`src/hdl/monitor_regs_pkg.sv`:
```
// Summary of operation
// - Remote two lower limit at 67h, reset 800h
// - Remote two upper limit, 12-bit read/write
// - Each alarm detector uses its own deadband
// - Deadband A: input0 bits 14-8, input1 bits 7-1
// - Deadband B: inputs 2 and 3, reset 0810h
// - Temperature deadbands at 14-10, 9-5, 4-0
// - Temperature fields 0-31 degrees, reset 2108h
// - Power bit 14 turns converter on
// - Power bit 13 turns reference buffer on
// - Bits 12-1 power DAC0 to DAC11
// - Differential channels compare in two's complement
package monitor_regs_pkg;

  localparam int ADDR_W = 12;
  localparam int IDX_W = 10;
  localparam int DATA_W = 32;
  localparam int REG_W = 16;
  localparam int NUM_REGS = 6;
  localparam int LIMIT_W = 12;
  localparam int DB_W = 8;

  typedef logic [REG_W-1:0] reg_word_t;
  typedef logic [IDX_W-1:0] reg_index_t;

  // Register indices; byte address is four times the index
  localparam reg_index_t IDX_R2_HIGH = 10'h066;
  localparam reg_index_t IDX_R2_LOW = 10'h067;
  localparam reg_index_t IDX_DB_A = 10'h068;
  localparam reg_index_t IDX_DB_B = 10'h069;
  localparam reg_index_t IDX_DB_TEMP = 10'h06A;
  localparam reg_index_t IDX_POWER = 10'h06B;

  // Storage slots
  localparam int SLOT_R2_HIGH = 0;
  localparam int SLOT_R2_LOW = 1;
  localparam int SLOT_DB_A = 2;
  localparam int SLOT_DB_B = 3;
  localparam int SLOT_DB_TEMP = 4;
  localparam int SLOT_POWER = 5;

  localparam reg_index_t REG_INDEX [NUM_REGS] = '{
    IDX_R2_HIGH, IDX_R2_LOW, IDX_DB_A, IDX_DB_B, IDX_DB_TEMP, IDX_POWER};
  // Writable bits; all others are reserved and read as zero
  localparam reg_word_t REG_MASK [NUM_REGS] = '{
    16'h0FFF, 16'h0FFF, 16'h7FFE, 16'h7FFE, 16'h7FFF, 16'h7FFE};
  localparam reg_word_t REG_RESET [NUM_REGS] = '{
    16'h07FF, 16'h0800, 16'h0810, 16'h0810, 16'h2108, 16'h0000};

  // Field positions
  localparam int LIMIT_LSB = 0;
  localparam int IN_DB_W = 7;
  localparam int IN_EVEN_DB_LSB = 8;
  localparam int IN_ODD_DB_LSB = 1;
  localparam int TEMP_DB_W = 5;
  localparam int REMOTE2_DB_LSB = 10;
  localparam int REMOTE1_DB_LSB = 5;
  localparam int LOCAL_DB_LSB = 0;
  localparam int TEMP_FRAC_BITS = 3;
  localparam int PWR_ADC_BIT = 14;
  localparam int PWR_REF_BIT = 13;
  localparam int PWR_DAC0_BIT = 12;
  localparam int NUM_DACS = 12;

  // Alarm detector slots
  localparam int DET_IN0 = 0;
  localparam int DET_IN1 = 1;
  localparam int DET_IN2 = 2;
  localparam int DET_IN3 = 3;
  localparam int DET_LOCAL = 4;
  localparam int DET_REMOTE1 = 5;
  localparam int DET_REMOTE2 = 6;
  localparam int NUM_DET = 7;
  localparam int NUM_EXT = 6;

  localparam logic [1:0] RESP_OKAY = 2'h0;
  localparam logic [1:0] RESP_SLVERR = 2'h2;

endpackage : monitor_regs_pkg

```
`src/hdl/deadband_alarm.sv`:
```
`timescale 1ns/1ps
`default_nettype none
// Window comparator with a deadband before the alarm may drop
module deadband_alarm
  import monitor_regs_pkg::*;
(
  input wire logic aclk,
  input wire logic aresetn,
  input wire logic sample_valid,
  input wire logic [LIMIT_W-1:0] sample_data,
  input wire logic signed_mode,
  input wire logic [LIMIT_W-1:0] upper_limit_value,
  input wire logic [LIMIT_W-1:0] lower_limit_value,
  input wire logic [DB_W-1:0] deadband,
  output logic alarm_r
);

  logic signed [LIMIT_W+1:0] val_s;
  logic signed [LIMIT_W+1:0] up_s;
  logic signed [LIMIT_W+1:0] lo_s;
  logic signed [LIMIT_W+1:0] db_s;
  logic above;
  logic below;
  logic clear_ok;
  logic alarm_nxt;

  // Sign or zero extension per input format
  assign val_s = signed_mode ? {{2{sample_data[LIMIT_W-1]}}, sample_data}
                             : {2'b00, sample_data};
  assign up_s = signed_mode
    ? {{2{upper_limit_value[LIMIT_W-1]}}, upper_limit_value}
    : {2'b00, upper_limit_value};
  assign lo_s = signed_mode
    ? {{2{lower_limit_value[LIMIT_W-1]}}, lower_limit_value}
    : {2'b00, lower_limit_value};
  assign db_s = {{(LIMIT_W+2-DB_W){1'b0}}, deadband};

  // Outside the window; crossed limits leave this always true
  assign above = val_s > up_s;
  assign below = val_s < lo_s;
  assign clear_ok = (val_s <= up_s - db_s) && (val_s >= lo_s + db_s);
  assign alarm_nxt = (above || below) ? 1'b1
                   : (clear_ok ? 1'b0 : alarm_r);

  // Flag updates only on a new sample
  always_ff @(posedge aclk) begin
    if (!aresetn) begin
      alarm_r <= 1'b0;
    end else if (sample_valid) begin
      alarm_r <= alarm_nxt;
    end
  end
endmodule : deadband_alarm
`default_nettype wire

```
`src/hdl/monitor_alarm_regs.sv`:
```
// Decided for this implementation: the AXI4-Lite register port.
`timescale 1ns/1ps
`default_nettype none
// Alarm limit, deadband and power register bank on AXI4-Lite
module monitor_alarm_regs
  import monitor_regs_pkg::*;
(
  input wire logic aclk,
  input wire logic aresetn,
  // Write address channel
  input wire logic [ADDR_W-1:0] awaddr,
  input wire logic [2:0] awprot,
  input wire logic awvalid,
  output logic awready,
  // Write data channel
  input wire logic [DATA_W-1:0] wdata,
  input wire logic [DATA_W/8-1:0] wstrb,
  input wire logic wvalid,
  output logic wready,
  // Write response channel
  output logic [1:0] bresp,
  output logic bvalid,
  input wire logic bready,
  // Read address channel
  input wire logic [ADDR_W-1:0] araddr,
  input wire logic [2:0] arprot,
  input wire logic arvalid,
  output logic arready,
  // Read data channel
  output logic [DATA_W-1:0] rdata,
  output logic [1:0] rresp,
  output logic rvalid,
  input wire logic rready,
  // Conversion results from the converter sequencer
  input wire logic sample_valid,
  input wire logic [2:0] sample_slot,
  input wire logic [LIMIT_W-1:0] sample_data,
  input wire logic [1:0] diff_pair_mode,
  // Limits held in neighbouring register banks
  input wire logic [NUM_EXT-1:0][LIMIT_W-1:0] upper_limit_value,
  input wire logic [NUM_EXT-1:0][LIMIT_W-1:0] lower_limit_value,
  // Alarm and power outputs
  output logic [NUM_DET-1:0] channel_alarm_flag,
  output logic converter_power_on,
  output logic refbuf_power_on,
  output logic [NUM_DACS-1:0] dac_output_power_on
);

  // Bus side state
  logic aw_full_r;
  logic [ADDR_W-1:0] aw_addr_r;
  logic w_full_r;
  logic [DATA_W-1:0] w_data_r;
  logic [DATA_W/8-1:0] w_strb_r;
  logic awready_r;
  logic wready_r;
  logic bvalid_r;
  logic [1:0] bresp_r;
  logic arready_r;
  logic rvalid_r;
  logic [DATA_W-1:0] rdata_r;
  logic [1:0] rresp_r;

  // Register storage
  reg_word_t reg_r [NUM_REGS];
  reg_word_t reg_nxt [NUM_REGS];

  logic aw_take;
  logic w_take;
  logic ar_take;
  logic do_write;
  logic aw_full_nxt;
  logic w_full_nxt;
  logic rvalid_nxt;
  reg_index_t wr_index;
  reg_index_t rd_index;
  logic [NUM_REGS-1:0] wr_hit;
  logic [NUM_REGS-1:0] rd_hit;
  logic wr_hit_any;
  logic rd_hit_any;
  reg_word_t rd_word;

  // Handshakes and write scheduling
  assign aw_take = awvalid && awready_r;
  assign w_take = wvalid && wready_r;
  assign ar_take = arvalid && arready_r;
  assign do_write = aw_full_r && w_full_r && !bvalid_r;
  assign aw_full_nxt = (aw_full_r && !do_write) || aw_take;
  assign w_full_nxt = (w_full_r && !do_write) || w_take;
  assign rvalid_nxt = (rvalid_r && !rready) || ar_take;

  // Address decode on word index
  assign wr_index = aw_addr_r[ADDR_W-1:2];
  assign rd_index = araddr[ADDR_W-1:2];
  assign wr_hit_any = |wr_hit;
  assign rd_hit_any = |rd_hit;

  // Byte-lane merge; reserved bits forced to zero
  function automatic reg_word_t merge_word(
    input reg_word_t old_word,
    input logic [DATA_W-1:0] data,
    input logic [DATA_W/8-1:0] strb,
    input reg_word_t mask
  );
    reg_word_t w;
    w = old_word;
    if (strb[0]) begin
      w[7:0] = data[7:0];
    end
    if (strb[1]) begin
      w[15:8] = data[15:8];
    end
    return w & mask;
  endfunction : merge_word

  // Per-register decode and next value
  genvar gi;
  generate
    for (gi = 0; gi < NUM_REGS; gi++) begin : g_reg
      assign wr_hit[gi] = (wr_index == REG_INDEX[gi]);
      assign rd_hit[gi] = (rd_index == REG_INDEX[gi]);
      assign reg_nxt[gi] = merge_word(reg_r[gi], w_data_r, w_strb_r,
                                      REG_MASK[gi]);
    end
  endgenerate

  // Register storage with documented reset values
  always_ff @(posedge aclk) begin
    for (int i = 0; i < NUM_REGS; i++) begin
      if (!aresetn) begin
        reg_r[i] <= REG_RESET[i];
      end else if (do_write && wr_hit[i]) begin
        reg_r[i] <= reg_nxt[i];
      end
    end
  end

  // Read multiplexer
  always_comb begin
    rd_word = '0;
    for (int i = 0; i < NUM_REGS; i++) begin
      if (rd_hit[i]) begin
        rd_word = reg_r[i];
      end
    end
  end

  // Write address and data holding stages
  always_ff @(posedge aclk) begin
    if (!aresetn) begin
      aw_full_r <= 1'b0;
      w_full_r <= 1'b0;
      awready_r <= 1'b0;
      wready_r <= 1'b0;
    end else begin
      aw_full_r <= aw_full_nxt;
      w_full_r <= w_full_nxt;
      awready_r <= !aw_full_nxt;
      wready_r <= !w_full_nxt;
    end
  end

  // Captured write payload
  always_ff @(posedge aclk) begin
    if (!aresetn) begin
      aw_addr_r <= '0;
      w_data_r <= '0;
      w_strb_r <= '0;
    end else begin
      if (aw_take) begin
        aw_addr_r <= awaddr;
      end
      if (w_take) begin
        w_data_r <= wdata;
        w_strb_r <= wstrb;
      end
    end
  end

  // Write response; unmapped addresses answer SLVERR
  always_ff @(posedge aclk) begin
    if (!aresetn) begin
      bvalid_r <= 1'b0;
      bresp_r <= RESP_OKAY;
    end else if (do_write) begin
      bvalid_r <= 1'b1;
      bresp_r <= wr_hit_any ? RESP_OKAY : RESP_SLVERR;
    end else if (bready) begin
      bvalid_r <= 1'b0;
    end
  end

  // Read channel; one outstanding read
  always_ff @(posedge aclk) begin
    if (!aresetn) begin
      rvalid_r <= 1'b0;
      arready_r <= 1'b0;
      rdata_r <= '0;
      rresp_r <= RESP_OKAY;
    end else begin
      rvalid_r <= rvalid_nxt;
      arready_r <= !rvalid_nxt;
      if (ar_take) begin
        rdata_r <= {{(DATA_W-REG_W){1'b0}}, rd_word};
        rresp_r <= rd_hit_any ? RESP_OKAY : RESP_SLVERR;
      end
    end
  end

  assign awready = awready_r;
  assign wready = wready_r;
  assign bvalid = bvalid_r;
  assign bresp = bresp_r;
  assign arready = arready_r;
  assign rvalid = rvalid_r;
  assign rdata = rdata_r;
  assign rresp = rresp_r;

  // Power controls taken straight from the register bits
  assign converter_power_on = reg_r[SLOT_POWER][PWR_ADC_BIT];
  assign refbuf_power_on = reg_r[SLOT_POWER][PWR_REF_BIT];
  generate
    for (gi = 0; gi < NUM_DACS; gi++) begin : g_dac
      assign dac_output_power_on[gi] =
        reg_r[SLOT_POWER][PWR_DAC0_BIT-gi];
    end
  endgenerate

  // Per-detector limits, deadbands and number format
  logic [LIMIT_W-1:0] det_upper [NUM_DET];
  logic [LIMIT_W-1:0] det_lower [NUM_DET];
  logic [DB_W-1:0] det_db [NUM_DET];
  logic [NUM_DET-1:0] det_signed;

  generate
    for (gi = 0; gi < NUM_EXT; gi++) begin : g_ext
      assign det_upper[gi] = upper_limit_value[gi];
      assign det_lower[gi] = lower_limit_value[gi];
    end
  endgenerate
  assign det_upper[DET_REMOTE2] = reg_r[SLOT_R2_HIGH][LIMIT_W-1:0];
  assign det_lower[DET_REMOTE2] = reg_r[SLOT_R2_LOW][LIMIT_W-1:0];

  // Input deadbands in converter codes
  assign det_db[DET_IN0] = {1'b0,
    reg_r[SLOT_DB_A][IN_EVEN_DB_LSB +: IN_DB_W]};
  assign det_db[DET_IN1] = {1'b0,
    reg_r[SLOT_DB_A][IN_ODD_DB_LSB +: IN_DB_W]};
  assign det_db[DET_IN2] = {1'b0,
    reg_r[SLOT_DB_B][IN_EVEN_DB_LSB +: IN_DB_W]};
  assign det_db[DET_IN3] = {1'b0,
    reg_r[SLOT_DB_B][IN_ODD_DB_LSB +: IN_DB_W]};
  // Whole degrees scaled to eighth-degree temperature codes
  assign det_db[DET_LOCAL] = {
    reg_r[SLOT_DB_TEMP][LOCAL_DB_LSB +: TEMP_DB_W],
    {TEMP_FRAC_BITS{1'b0}}};
  assign det_db[DET_REMOTE1] = {
    reg_r[SLOT_DB_TEMP][REMOTE1_DB_LSB +: TEMP_DB_W],
    {TEMP_FRAC_BITS{1'b0}}};
  assign det_db[DET_REMOTE2] = {
    reg_r[SLOT_DB_TEMP][REMOTE2_DB_LSB +: TEMP_DB_W],
    {TEMP_FRAC_BITS{1'b0}}};

  // Differential pairs compare signed; temperatures always signed
  assign det_signed = {3'b111, 1'b0, diff_pair_mode[1], 1'b0,
                       diff_pair_mode[0]};

  // One deadband detector per alarm source
  generate
    for (gi = 0; gi < NUM_DET; gi++) begin : g_det
      deadband_alarm u_det (
        .aclk(aclk),
        .aresetn(aresetn),
        .sample_valid(sample_valid && (sample_slot == 3'(gi))),
        .sample_data(sample_data),
        .signed_mode(det_signed[gi]),
        .upper_limit_value(det_upper[gi]),
        .lower_limit_value(det_lower[gi]),
        .deadband(det_db[gi]),
        .alarm_r(channel_alarm_flag[gi])
      );
    end
  endgenerate
endmodule : monitor_alarm_regs
`default_nettype wire

```
`config.mk`:
```
export PLATFORM = sky130hd
export DESIGN_NAME = monitor_alarm_regs
export DESIGN_NICKNAME = d
export VERILOG_FILES = /design/src/hdl/monitor_regs_pkg.sv /design/src/hdl/deadband_alarm.sv /design/src/hdl/monitor_alarm_regs.sv
export SDC_FILE = /design/constraint.sdc
export NUM_CORES = 1
export LEC_CHECK = 0
export BUFFER_PORTS_ARGS = -buffer_cell sky130_fd_sc_hd__buf_4
export CORE_ASPECT_RATIO = 1.25
export CORE_MARGIN = 5
export CORE_UTILIZATION = 54
export DETAILED_ROUTE_END_ITERATION = 10
export PLACE_DENSITY_LB_ADDON = 0.12
export REMOVE_ABC_BUFFERS = 1
export SLEW_MARGIN = 0
export SYNTH_ARGS = -nofsm -noshare
export SYNTH_HDL_FRONTEND = slang
export SYNTH_SLANG_ARGS = --single-unit
```
`constraint.sdc`:
```
create_clock -name aclk -period 3.3 [get_ports aclk]
set_input_delay 0 -clock aclk [delete_from_list [all_inputs] [get_ports aclk]]
set_output_delay 0 -clock aclk [all_outputs]
set_load 0.03 [all_outputs]
```
==> results of run 1 <==
power breakdown:
| group | total [µW] | internal [µW] | switching (µW) |
|---|---|---|---|
| clock network | 2120 | 1260 | 859 |
| logic | 2570 | 1180 | 1390 |
| registers | 1970 | 1890 | 75.9 |
| total | 6650 | 4330 | 2320 |
state kept, by name (all words and copies together) (netlist names), 2 cells and up:
register	cells
rdata	15
w_data_r	15
reg_r	81
aw_addr_r	10
g_det.u_det.alarm_r	7
w_strb_r	2
cell type report:
| cell class | instances | area, µm² | share of cell area [%] |
|---|---|---|---|
| multi-input combinational | 1744 | 13990 | 60.81 |
| inverter | 257 | 964.7 | 4.193 |
| timing repair buffer | 423 | 3282 | 14.26 |
| clock buffer | 22 | 539.3 | 2.344 |
| clock inverter | 10 | 108.9 | 0.4731 |
| sequential | 139 | 3593 | 15.62 |
| tap | 423 | 529.3 | 2.300 |
per-layer routing:
metal / GRT usage, % / share of wire, % / up-vias
met2: 53.73 / 49 / 699
met3: 4.618 / 7.1 / 193
met1: 36.23 / 40 / 8413
met4: 13.39 / 4.7 / 4
met5: 0 / 0.040 / -
li1: - / - / 8638
Yosys cell counts, drive strengths merged (21+ instances only):
master and n:
nand2 166, nand2b 56, xor2 27, inv 257
buf 41, nor3 32, ha 418, nor2b 53
a21o 55, a21oi 152, clkbuf 22, xnor2 88
and2 55, nor2 78, o211ai 21, a21boi 40
and3 26, edfxtp 81, o21ai 112, nand4 45
nand3 56, dfxtp 58
critical path: stages, from the launching register on:
cell and delay (ns):
edfxtp_1 0.41, buf_4 0.13, ha_2 0.17, inv_1 0.05, fa_2 0.35, nor2b_1 0.13, o21ai_1 0.09, a21boi_1 0.17
o21ai_0 0.11, nor2b_1 0.15, xor2_1 0.14, ha_1 0.29, nand2_1 0.05, a2111o_1 0.39, o2111ai_1 0.13, o311ai_1 0.14
o311ai_1 0.25, o211ai_1 0.13
final timing paths:
kind                                startpoint                      to  slack (ns)  cells past startpoint
worst max-delay path              reg_r[1][16]  g_det[3].u_det.alarm_r       -0.13                     17
worst min-delay path            sample_slot[2]  g_det[2].u_det.alarm_r        0.01                      3
worst max register to register    reg_r[1][16]  g_det[3].u_det.alarm_r       -0.13                     17
worst min register to register    aw_addr_r[7]            aw_addr_r[7]        0.46                      2
cells by family after synthesis:
logic type / after synthesis
and+or+nand+nor: 626
AOI/OAI and AO/OA: 541
adders and majority gates: 432
buffers and inverters: 320
DFF: 139
xor gates and xnor gates: 115
muxes: 11
other: 1
timing repair:
item / in CTS / in global routing
pin swaps: 35 / 80
hold buffers: 33 / 0
buffers inserted: 14 / 16
setup endpoints to repair: 7 / 7
hold endpoints to repair: 35 / 0
gates resized for setup: 57 / 71
cloned: 0 / 0
through the flow:
stage	hold slack (ns)	total power, µW
finish	0.01005	6655
global route	0.03299	7018
CTS	0.004505	6557
detailed placement	0.2686	4373
global placement	0.2629	4283
floorplan	0.1049	3445
==> results.cfg, run 1 <==
[status]
outcome = finished with violations
failed_checks = setup timing

[flow_run]
cap_violations = 0

[layout]
synthToLayoutAreaGrowth_pct = 24.73
layout_common_cells = ha_1, buf_4, inv_1, nand2_1, a21oi_1
stdcell_count = 3018
n_fill_cell = 2748
stdcell_area_mm2 = 0.02301
nNetsFinal = 3249
post-route-util_pct = 68.30
num_antenna_cells = 0
layout_commonest_cell = ha_1
drive_above_1_share_pct = 20.89

[logic_synthesis]
synth_edf_count = 81
synth-compound-area-share_pct = 18.97
synth_simple_gate_area_share_pct = 18.32
synthXorXnorAreaFrac_pct = 5.460
synth_cell_type_count = 83
synth_top_area_share_pct = 28.35
synth_top_family_by_area = adder cells
synthFlopType = edfxtp_1
synth_mux_area_share_pct = 0.6037
synthArstFlopShare_pct = 0
synth_seq_cells = 139
synth.avg_cell_area_um2 = 8.442
synth_area_mm2 = 0.01845
ys_seq_area_share_pct = 19.48
synth_area_leaders = ha_1, edfxtp_1, dfxtp_1
synth_warnings = 0
synth_top_area_cell = ha_1
netlist_instances = 2185
synth_fa_ha_area_share_pct = 29.87

[floorplan]
io_pins = 297
row_count = 75
coreArea_mm2 = 0.03369
start_util_pct = 54.76
die_area_mm2 = 0.03798
die_w_um = 175.3
die_height_um = 216.6

[placement]
dp_hpwl_mm = 46.74
place_ws_ns = -0.2776
portBuffers = 248
dp.cells = 2923
place_area_mm2 = 0.02138
place.gp.congestion = 0.9242

[cts]
cts_buffers = 17
cts_buffer_depth = 2
cts_tree = built
cts_root_buf = clkbuf_16
clk_latency_ns = 0.44
cts.clk_slew.worst_paths_ns = 0.07
h-tree-depth = 4
cts.sinks = 139

[global_routing]
overflow = 0
grt_max_degree = 39
grt_pass1_wl_mm = 91.85
antenna_found_initial = 2
grt_pass1_vias = 17882
grt.total_usage_pct = 30.32

[setup_path]
critPathArrivalTime_ns = 3.73
crit_required_ns = 3.60
setup.worst_path.class = reg2reg
critPathCaptureType = flop
critPathMaxFanout = 3
critPathLaunchType = flop

[power]
ir_worst_vdd_mv = 0.3208
p_per_area_mw_per_mm2 = 289.2
total_leakage_power_uw = 0.01119

[sta]
setup_slack_ns = -0.1292
final.setup.tns_ns = -0.3403
post-route-period-util_pct = 103.9
max-slew-margin-rel_pct = 42.32
setup_viol = 4
fmax_mhz = 291.6
maxSlewViolCount = 0
hold_violations = 0
fin_crit_ns = 3.429
tightest_slew_ns = 0.8640
skew_ns = 0.01338
rsz0062_at_grt = yes

[drt]
wl_mm = 60.50
drc = 0
dr_total_vias = 17947
avgRoutedWirePerCell_um = 20.04
postRouteAntennaNets = 0
first_iter_violations = 1143
viasPerCell = 5.947
dr.pass1.iters = 6

[hold_path]
hold_path_class = in2reg
(Power assumes the default switching activity.)
==> run 2: changes to the inputs <==
--- a/config.mk
+++ b/config.mk
@@ -5,13 +5,13 @@
 export SDC_FILE = /design/constraint.sdc
 export NUM_CORES = 1
 export LEC_CHECK = 0
+export ABC_AREA = 1
 export BUFFER_PORTS_ARGS = -buffer_cell sky130_fd_sc_hd__buf_4
 export CORE_ASPECT_RATIO = 1.25
 export CORE_MARGIN = 5
 export CORE_UTILIZATION = 54
 export DETAILED_ROUTE_END_ITERATION = 10
 export PLACE_DENSITY_LB_ADDON = 0.12
-export REMOVE_ABC_BUFFERS = 1
 export SLEW_MARGIN = 0
 export SYNTH_ARGS = -nofsm -noshare
 export SYNTH_HDL_FRONTEND = slang
==> results.cfg, run 2 <==
[layout]
stdcell_count = 3400
layout_common_cells = nand2_1, inv_1, ha_1, buf_4, nor2_1
regMostFlops = reg_r
nNetsFinal = 3585
synthToLayoutAreaGrowth_pct = 20.09
drive_above_1_share_pct = 14.47
stdcell_area_mm2 = 0.02245
layout_commonest_cell = nand2_1
largest_register_ffs = 81

[global_routing]
antenna_found_initial = 1
grt_max_degree = 45
grt_pass1_wl_mm = 90.89
overflow = 0
grt_pass1_vias = 18245
grt.total_usage_pct = 29.60

[logic_synthesis]
netlist_instances = 2604
synthArstFlopShare_pct = 0
synth.avg_cell_area_um2 = 7.180
ys_seq_area_share_pct = 19.22
synthFlopType = edfxtp_1
synthTopCellsByCount = nand2_1, ha_1, inv_1
yosysMostFrequentCell = nand2_1
synth_top_area_share_pct = 27.97
synth_area_mm2 = 0.01870
synth_area_leaders = ha_1, edfxtp_1, nand2_1
synth_top_area_cell = ha_1
synth_warnings = 0
synth_cell_type_count = 51
synth_edf_count = 81
synth_seq_cells = 139

[setup_path]
max_stage_delay_ns = 0.39
reg2reg_slack_ns = 0.07
critPathCaptureType = flop
crit_required_ns = 3.67
setup.worst_path.class = reg2reg
critPathMaxFanout = 3
critPathLaunchType = flop
cpMostUsedCell = nand2_1
slowest_stage = edfxtp_1
critPathArrivalTime_ns = 3.60
path_cells = ha_2 -> inv_2 -> fa_2 -> o21ai_2 -> a21oi_2 -> o21bai_1 -> nand2_1 -> nand2_2 -> nand3_2 -> xnor2_1 -> ha_1 -> nand2_1 -> inv_2 -> nand3_2 -> nor3_2 -> nand2_1 -> nand2_1 -> xor2_1 -> nand2_1 -> nand2_1 -> nand2_1 -> a21oi_1

[floorplan]
die_height_um = 218.0
start_util_pct = 54.46
die_area_mm2 = 0.03847
io_pins = 297
coreArea_mm2 = 0.03433
die_w_um = 176.4
row_count = 76

[power]
total_leakage_power_uw = 0.01161
ir_worst_vdd_mv = 0.3361
finalPower_uw = 6480
p_per_area_mw_per_mm2 = 288.6

[placement]
place.gp.congestion = 0.9619
dp_hpwl_mm = 46.30
portBuffers = 248
place_ws_ns = 0.01892
dp.cells = 3311
place_area_mm2 = 0.02107

[sta]
fmax_mhz = 309.4
max-slew-margin-rel_pct = 38.72
rsz0062_at_grt = yes
skew_ns = 0.01702
fin_crit_ns = 3.232
tightest_slew_ns = 0.9170
hold_violations = 0
setup_viol = 0
post-route-period-util_pct = 97.94
maxSlewViolCount = 0
setup_slack_ns = 0.06810

[cts]
cts_buffers = 17
cts.clk_slew.worst_paths_ns = 0.07
h-tree-depth = 4
cts_buffer_depth = 2
cts_root_buf = clkbuf_16
clk_latency_ns = 0.44
cts_tree = built
cts.sinks = 139

[drt]
dr.pass1.iters = 7
dr_total_vias = 18492
first_iter_violations = 1021
postRouteAntennaNets = 0
avgRoutedWirePerCell_um = 17.33
drc = 0
wl_mm = 58.93
viasPerCell = 5.439

[hold_path]
hold_path_class = in2reg

[flow_run]
cap_violations = 0

[status]
outcome = completed
==> run 2: changes by cell type in the layout (fill, tap and decap cells not counted), moves of 51 or more <==
cell	delta
xnor2_1	-64
xor2_1	+59
a21o_1	-51
nand2b_1	-54
nand3_1	+56
nor2b_1	-52
buf_4	-97
and2_1	-55
nand2_1	+337
nor2_1	+173
inv_1	+155
a21oi_1	+102
==> run 2: metal layers <==
| layer | routed length (µm) | global-route usage [%] | up-vias |
|---|---|---|---|
| li1 | - | - | 9312 |
| met1 | 24030 | 35.69 | 8442 |
| met2 | 29130 | 53.69 | 603 |
| met3 | 3445 | 3.589 | 135 |
| met4 | 2323 | 11.15 | 0 |
| met5 | 0 | 0 | - |
==> run 2: stage by stage <==
stage                     util [%]  setup TNS [ns]  hold WS [ns]
after floorplan                  -               0        0.1110
after global placement       61.38               0        0.1953
after detailed placement     61.38               0        0.2067
after CTS                    64.15               0      0.009247
after global routing         65.41         -0.3681       0.03673
final                        65.41               0       0.02952
==> run 2: timing repair <==
action	in CTS	in global routing
hold buffers	33	0
pin swaps	0	30
setup endpoints to repair	1	6
setup buffers	0	23
resized for setup	1	67
hold endpoints to repair	34	0
==> run 2: final timing paths <==
path                               start                      to  cells after the start
setup reg to reg             reg_r[1][8]  g_det[0].u_det.alarm_r                     22
setup / recovery             reg_r[1][8]  g_det[0].u_det.alarm_r                     22
hold reg to reg   g_det[3].u_det.alarm_r  g_det[3].u_det.alarm_r                      2
hold / removal            sample_slot[2]  g_det[1].u_det.alarm_r                      6
==> run 2: cell type report <==
cell class                 instances  area (µm²)
clock inverter                     7       45.04
sequential                       139        3593
tap                              468       585.6
antenna                            1       2.502
clock buffer                      25       570.5
fill                            3029       11880
timing repair buffer             323        2511
multi-input combinational       2011       13550
inverter                         426        1599
==> run 2: critical path, delay by kind of cell, from the launching register on <==
kind	cells	cell delay (ns)
xor gates and xnor gates	2	0.28
AOI/OAI and AO/OA	4	0.61
DFF	1	0.39
and+or+nand+nor	11	0.89
buffers and inverters	2	0.11
adders and majority gates	3	0.88
==> run 2: logic make-up after synthesis <==
family	share of synthesized area, %
compound gates	13.77
xor+xnor	5.153
fa+ha+maj	29.47
buf+inv	10.08
flops	19.22
other cells	0.02006
simple gates	22.28
==> run 2: power by group <==
group,switching (µW),internal [µW]
Combinational,1510,1040
Sequential,50.7,1900
Clock,780,1200
Total,2340,4140
==> run 3: changes to the inputs <==
--- a/config.mk
+++ b/config.mk
@@ -11,7 +11,7 @@
 export CORE_MARGIN = 5
 export CORE_UTILIZATION = 54
 export DETAILED_ROUTE_END_ITERATION = 10
-export PLACE_DENSITY_LB_ADDON = 0.12
+export PLACE_DENSITY = 0.83
 export SLEW_MARGIN = 0
 export SYNTH_ARGS = -nofsm -noshare
 export SYNTH_HDL_FRONTEND = slang
==> results.cfg, run 3 (synthesized netlist as in run 2, its figures left out) <==
[status]
outcome = completed

[setup_path]
crit_required_ns = 3.66
path_cells = ha_2 -> inv_2 -> fa_2 -> o21ai_2 -> a21oi_2 -> o21bai_1 -> nand2_1 -> nand2_2 -> buf_4 -> nand3_1 -> xor2_1 -> ha_1 -> nand3_2 -> nor3_2 -> nand2_1 -> nand2_1 -> xor2_1 -> nand2_1 -> nand2_1 -> nand2_1 -> a21oi_2
critPathLaunchType = flop
critPathCaptureType = flop
setup.worst_path.class = reg2reg
cpMostUsedCell = nand2_1
critPathArrivalTime_ns = 3.59
r2r-end = g_det[0].u_det.alarm_r
critPathMaxFanout = 3
slowest_stage = fa_2
worstSetupStartpoint = reg_r[1][8]
max_stage_delay_ns = 0.40
r2r_cells = 21
worstReg2RegStart = reg_r[1][8]
reg2reg_slack_ns = 0.07

[layout]
regArea_mm2 = 0.003593
n_fill_cell = 2921
regMostFlops = reg_r
layout_common_cells = nand2_1, inv_1, ha_1, buf_4, nor2_1
nNetsFinal = 3591
drive_above_1_share_pct = 15.25
synthToLayoutAreaGrowth_pct = 20.35
largest_register_ffs = 81
multiInputGateArea_mm2 = 0.01360
num_antenna_cells = 0
stdcell_area_mm2 = 0.02250
layout_commonest_cell = nand2_1

[floorplan]
coreArea_mm2 = 0.03433
die_height_um = 218.0
die_area_mm2 = 0.03847
row_count = 76
die_w_um = 176.4
io_pins = 297
start_util_pct = 54.46

[cts]
cts.sinks = 139
clk_latency_ns = 0.44
cts_buffer_depth = 2
h-tree-depth = 4
cts_buffers = 17
cts_root_buf = clkbuf_16
cts.clk_slew.worst_paths_ns = 0.06
cts_tree = built

[sta]
setup_viol = 0
skew_ns = 0.01578
fin_crit_ns = 3.227
tightest_slew_ns = 0.9593
post-route-period-util_pct = 97.79
hold_violations = 0
rsz0062_at_grt = yes
final.setup.tns_ns = 0
holdWs_ns = 0.009628
fmax_mhz = 309.9
maxSlewViolCount = 0
max-slew-margin-rel_pct = 35.89

[placement]
dp_hpwl_mm = 47.32
place_area_mm2 = 0.02108
portBuffers = 248
place.gp.congestion = 0.9652

[global_routing]
grt_pass1_wl_mm = 93.73
antenna_found_initial = 0
grt_pass1_vias = 18688
grt.total_usage_pct = 30.61
grt_max_degree = 44
overflow = 0

[power]
p_per_area_mw_per_mm2 = 287.6
total_leakage_power_uw = 0.01163
ir_worst_vdd_mv = 0.2561
finalPower_uw = 6472

[drt]
avgRoutedWirePerCell_um = 18.06
dr_total_vias = 19252
drc = 0
first_iter_violations = 1468
viasPerCell = 5.654
wl_mm = 61.51
dr.pass1.iters = 7
postRouteAntennaNets = 0

[hold_path]
min_from = araddr[3]
hold_path_class = in2reg
min_path_cells = 4
worstHoldEndpoint = rresp[1]

[flow_run]
cap_violations = 0
-- run 3: repair_timing --
action                     CTS  global route
hold endpoints to repair    32             0
resized for setup            3            84
hold buffers                31             0
buffers inserted             0            30
pin swaps                    0            41
setup endpoints to repair    1             7
-- run 3: critical path, delay by kind of cell (launching register included) --
| kind | cells | cell delay (ns) |
|---|---|---|
| adders and majority gates | 3 | 0.91 |
| xor gates and xnor gates | 2 | 0.30 |
| and+or+nand+nor | 10 | 0.87 |
| AOI/OAI and AO/OA | 4 | 0.54 |
| buffers and inverters | 2 | 0.16 |
| DFF | 1 | 0.39 |
-- run 3: worst max path at each step --
stage                                  end  slack, ns  cells past startpoint
floorplan           g_det[0].u_det.alarm_r       0.38                     22
global placement    g_det[0].u_det.alarm_r        0.1                     18
detailed placement  g_det[0].u_det.alarm_r      -0.07                     18
CTS                 g_det[2].u_det.alarm_r       0.03                     24
global route        g_det[0].u_det.alarm_r      -0.19                     22
finish              g_det[0].u_det.alarm_r       0.07                     21
-- run 3: cell type report --
class,count,area share [%]
clock buffer,18,1.952
clock inverter,14,0.6283
inverter,426,7.106
multi-input combinational,2011,60.42
sequential,139,15.97
tap,468,2.602
timing repair buffer,329,11.32
-- run 3: metal layers --
layer	vias up	GRT usage (%)	part of all wire (%)
met3	243	4.023	7.4
met4	0	16.36	6.4
li1	9347	-	-
met2	833	53.54	48
met1	8829	36.38	38
met5	-	0	0
-- run 3: report_power, final --
part | switching [µW] | total [µW] | internal, µW
combinational | 1560 | 2610 | 1050
clock | 884 | 1910 | 1030
sequential | 52.9 | 1950 | 1900
-- run 3: per-stage QoR --
stage	setup slack [ns]	util, %	std cells
finish	0.07295	65.55	3405
CTS	0.03249	64.01	3375
global placement	0.09699	61.40	3312
detailed placement	-0.06686	61.40	3312
global route	-0.1913	65.55	3405
floorplan	0.3838	-	2622
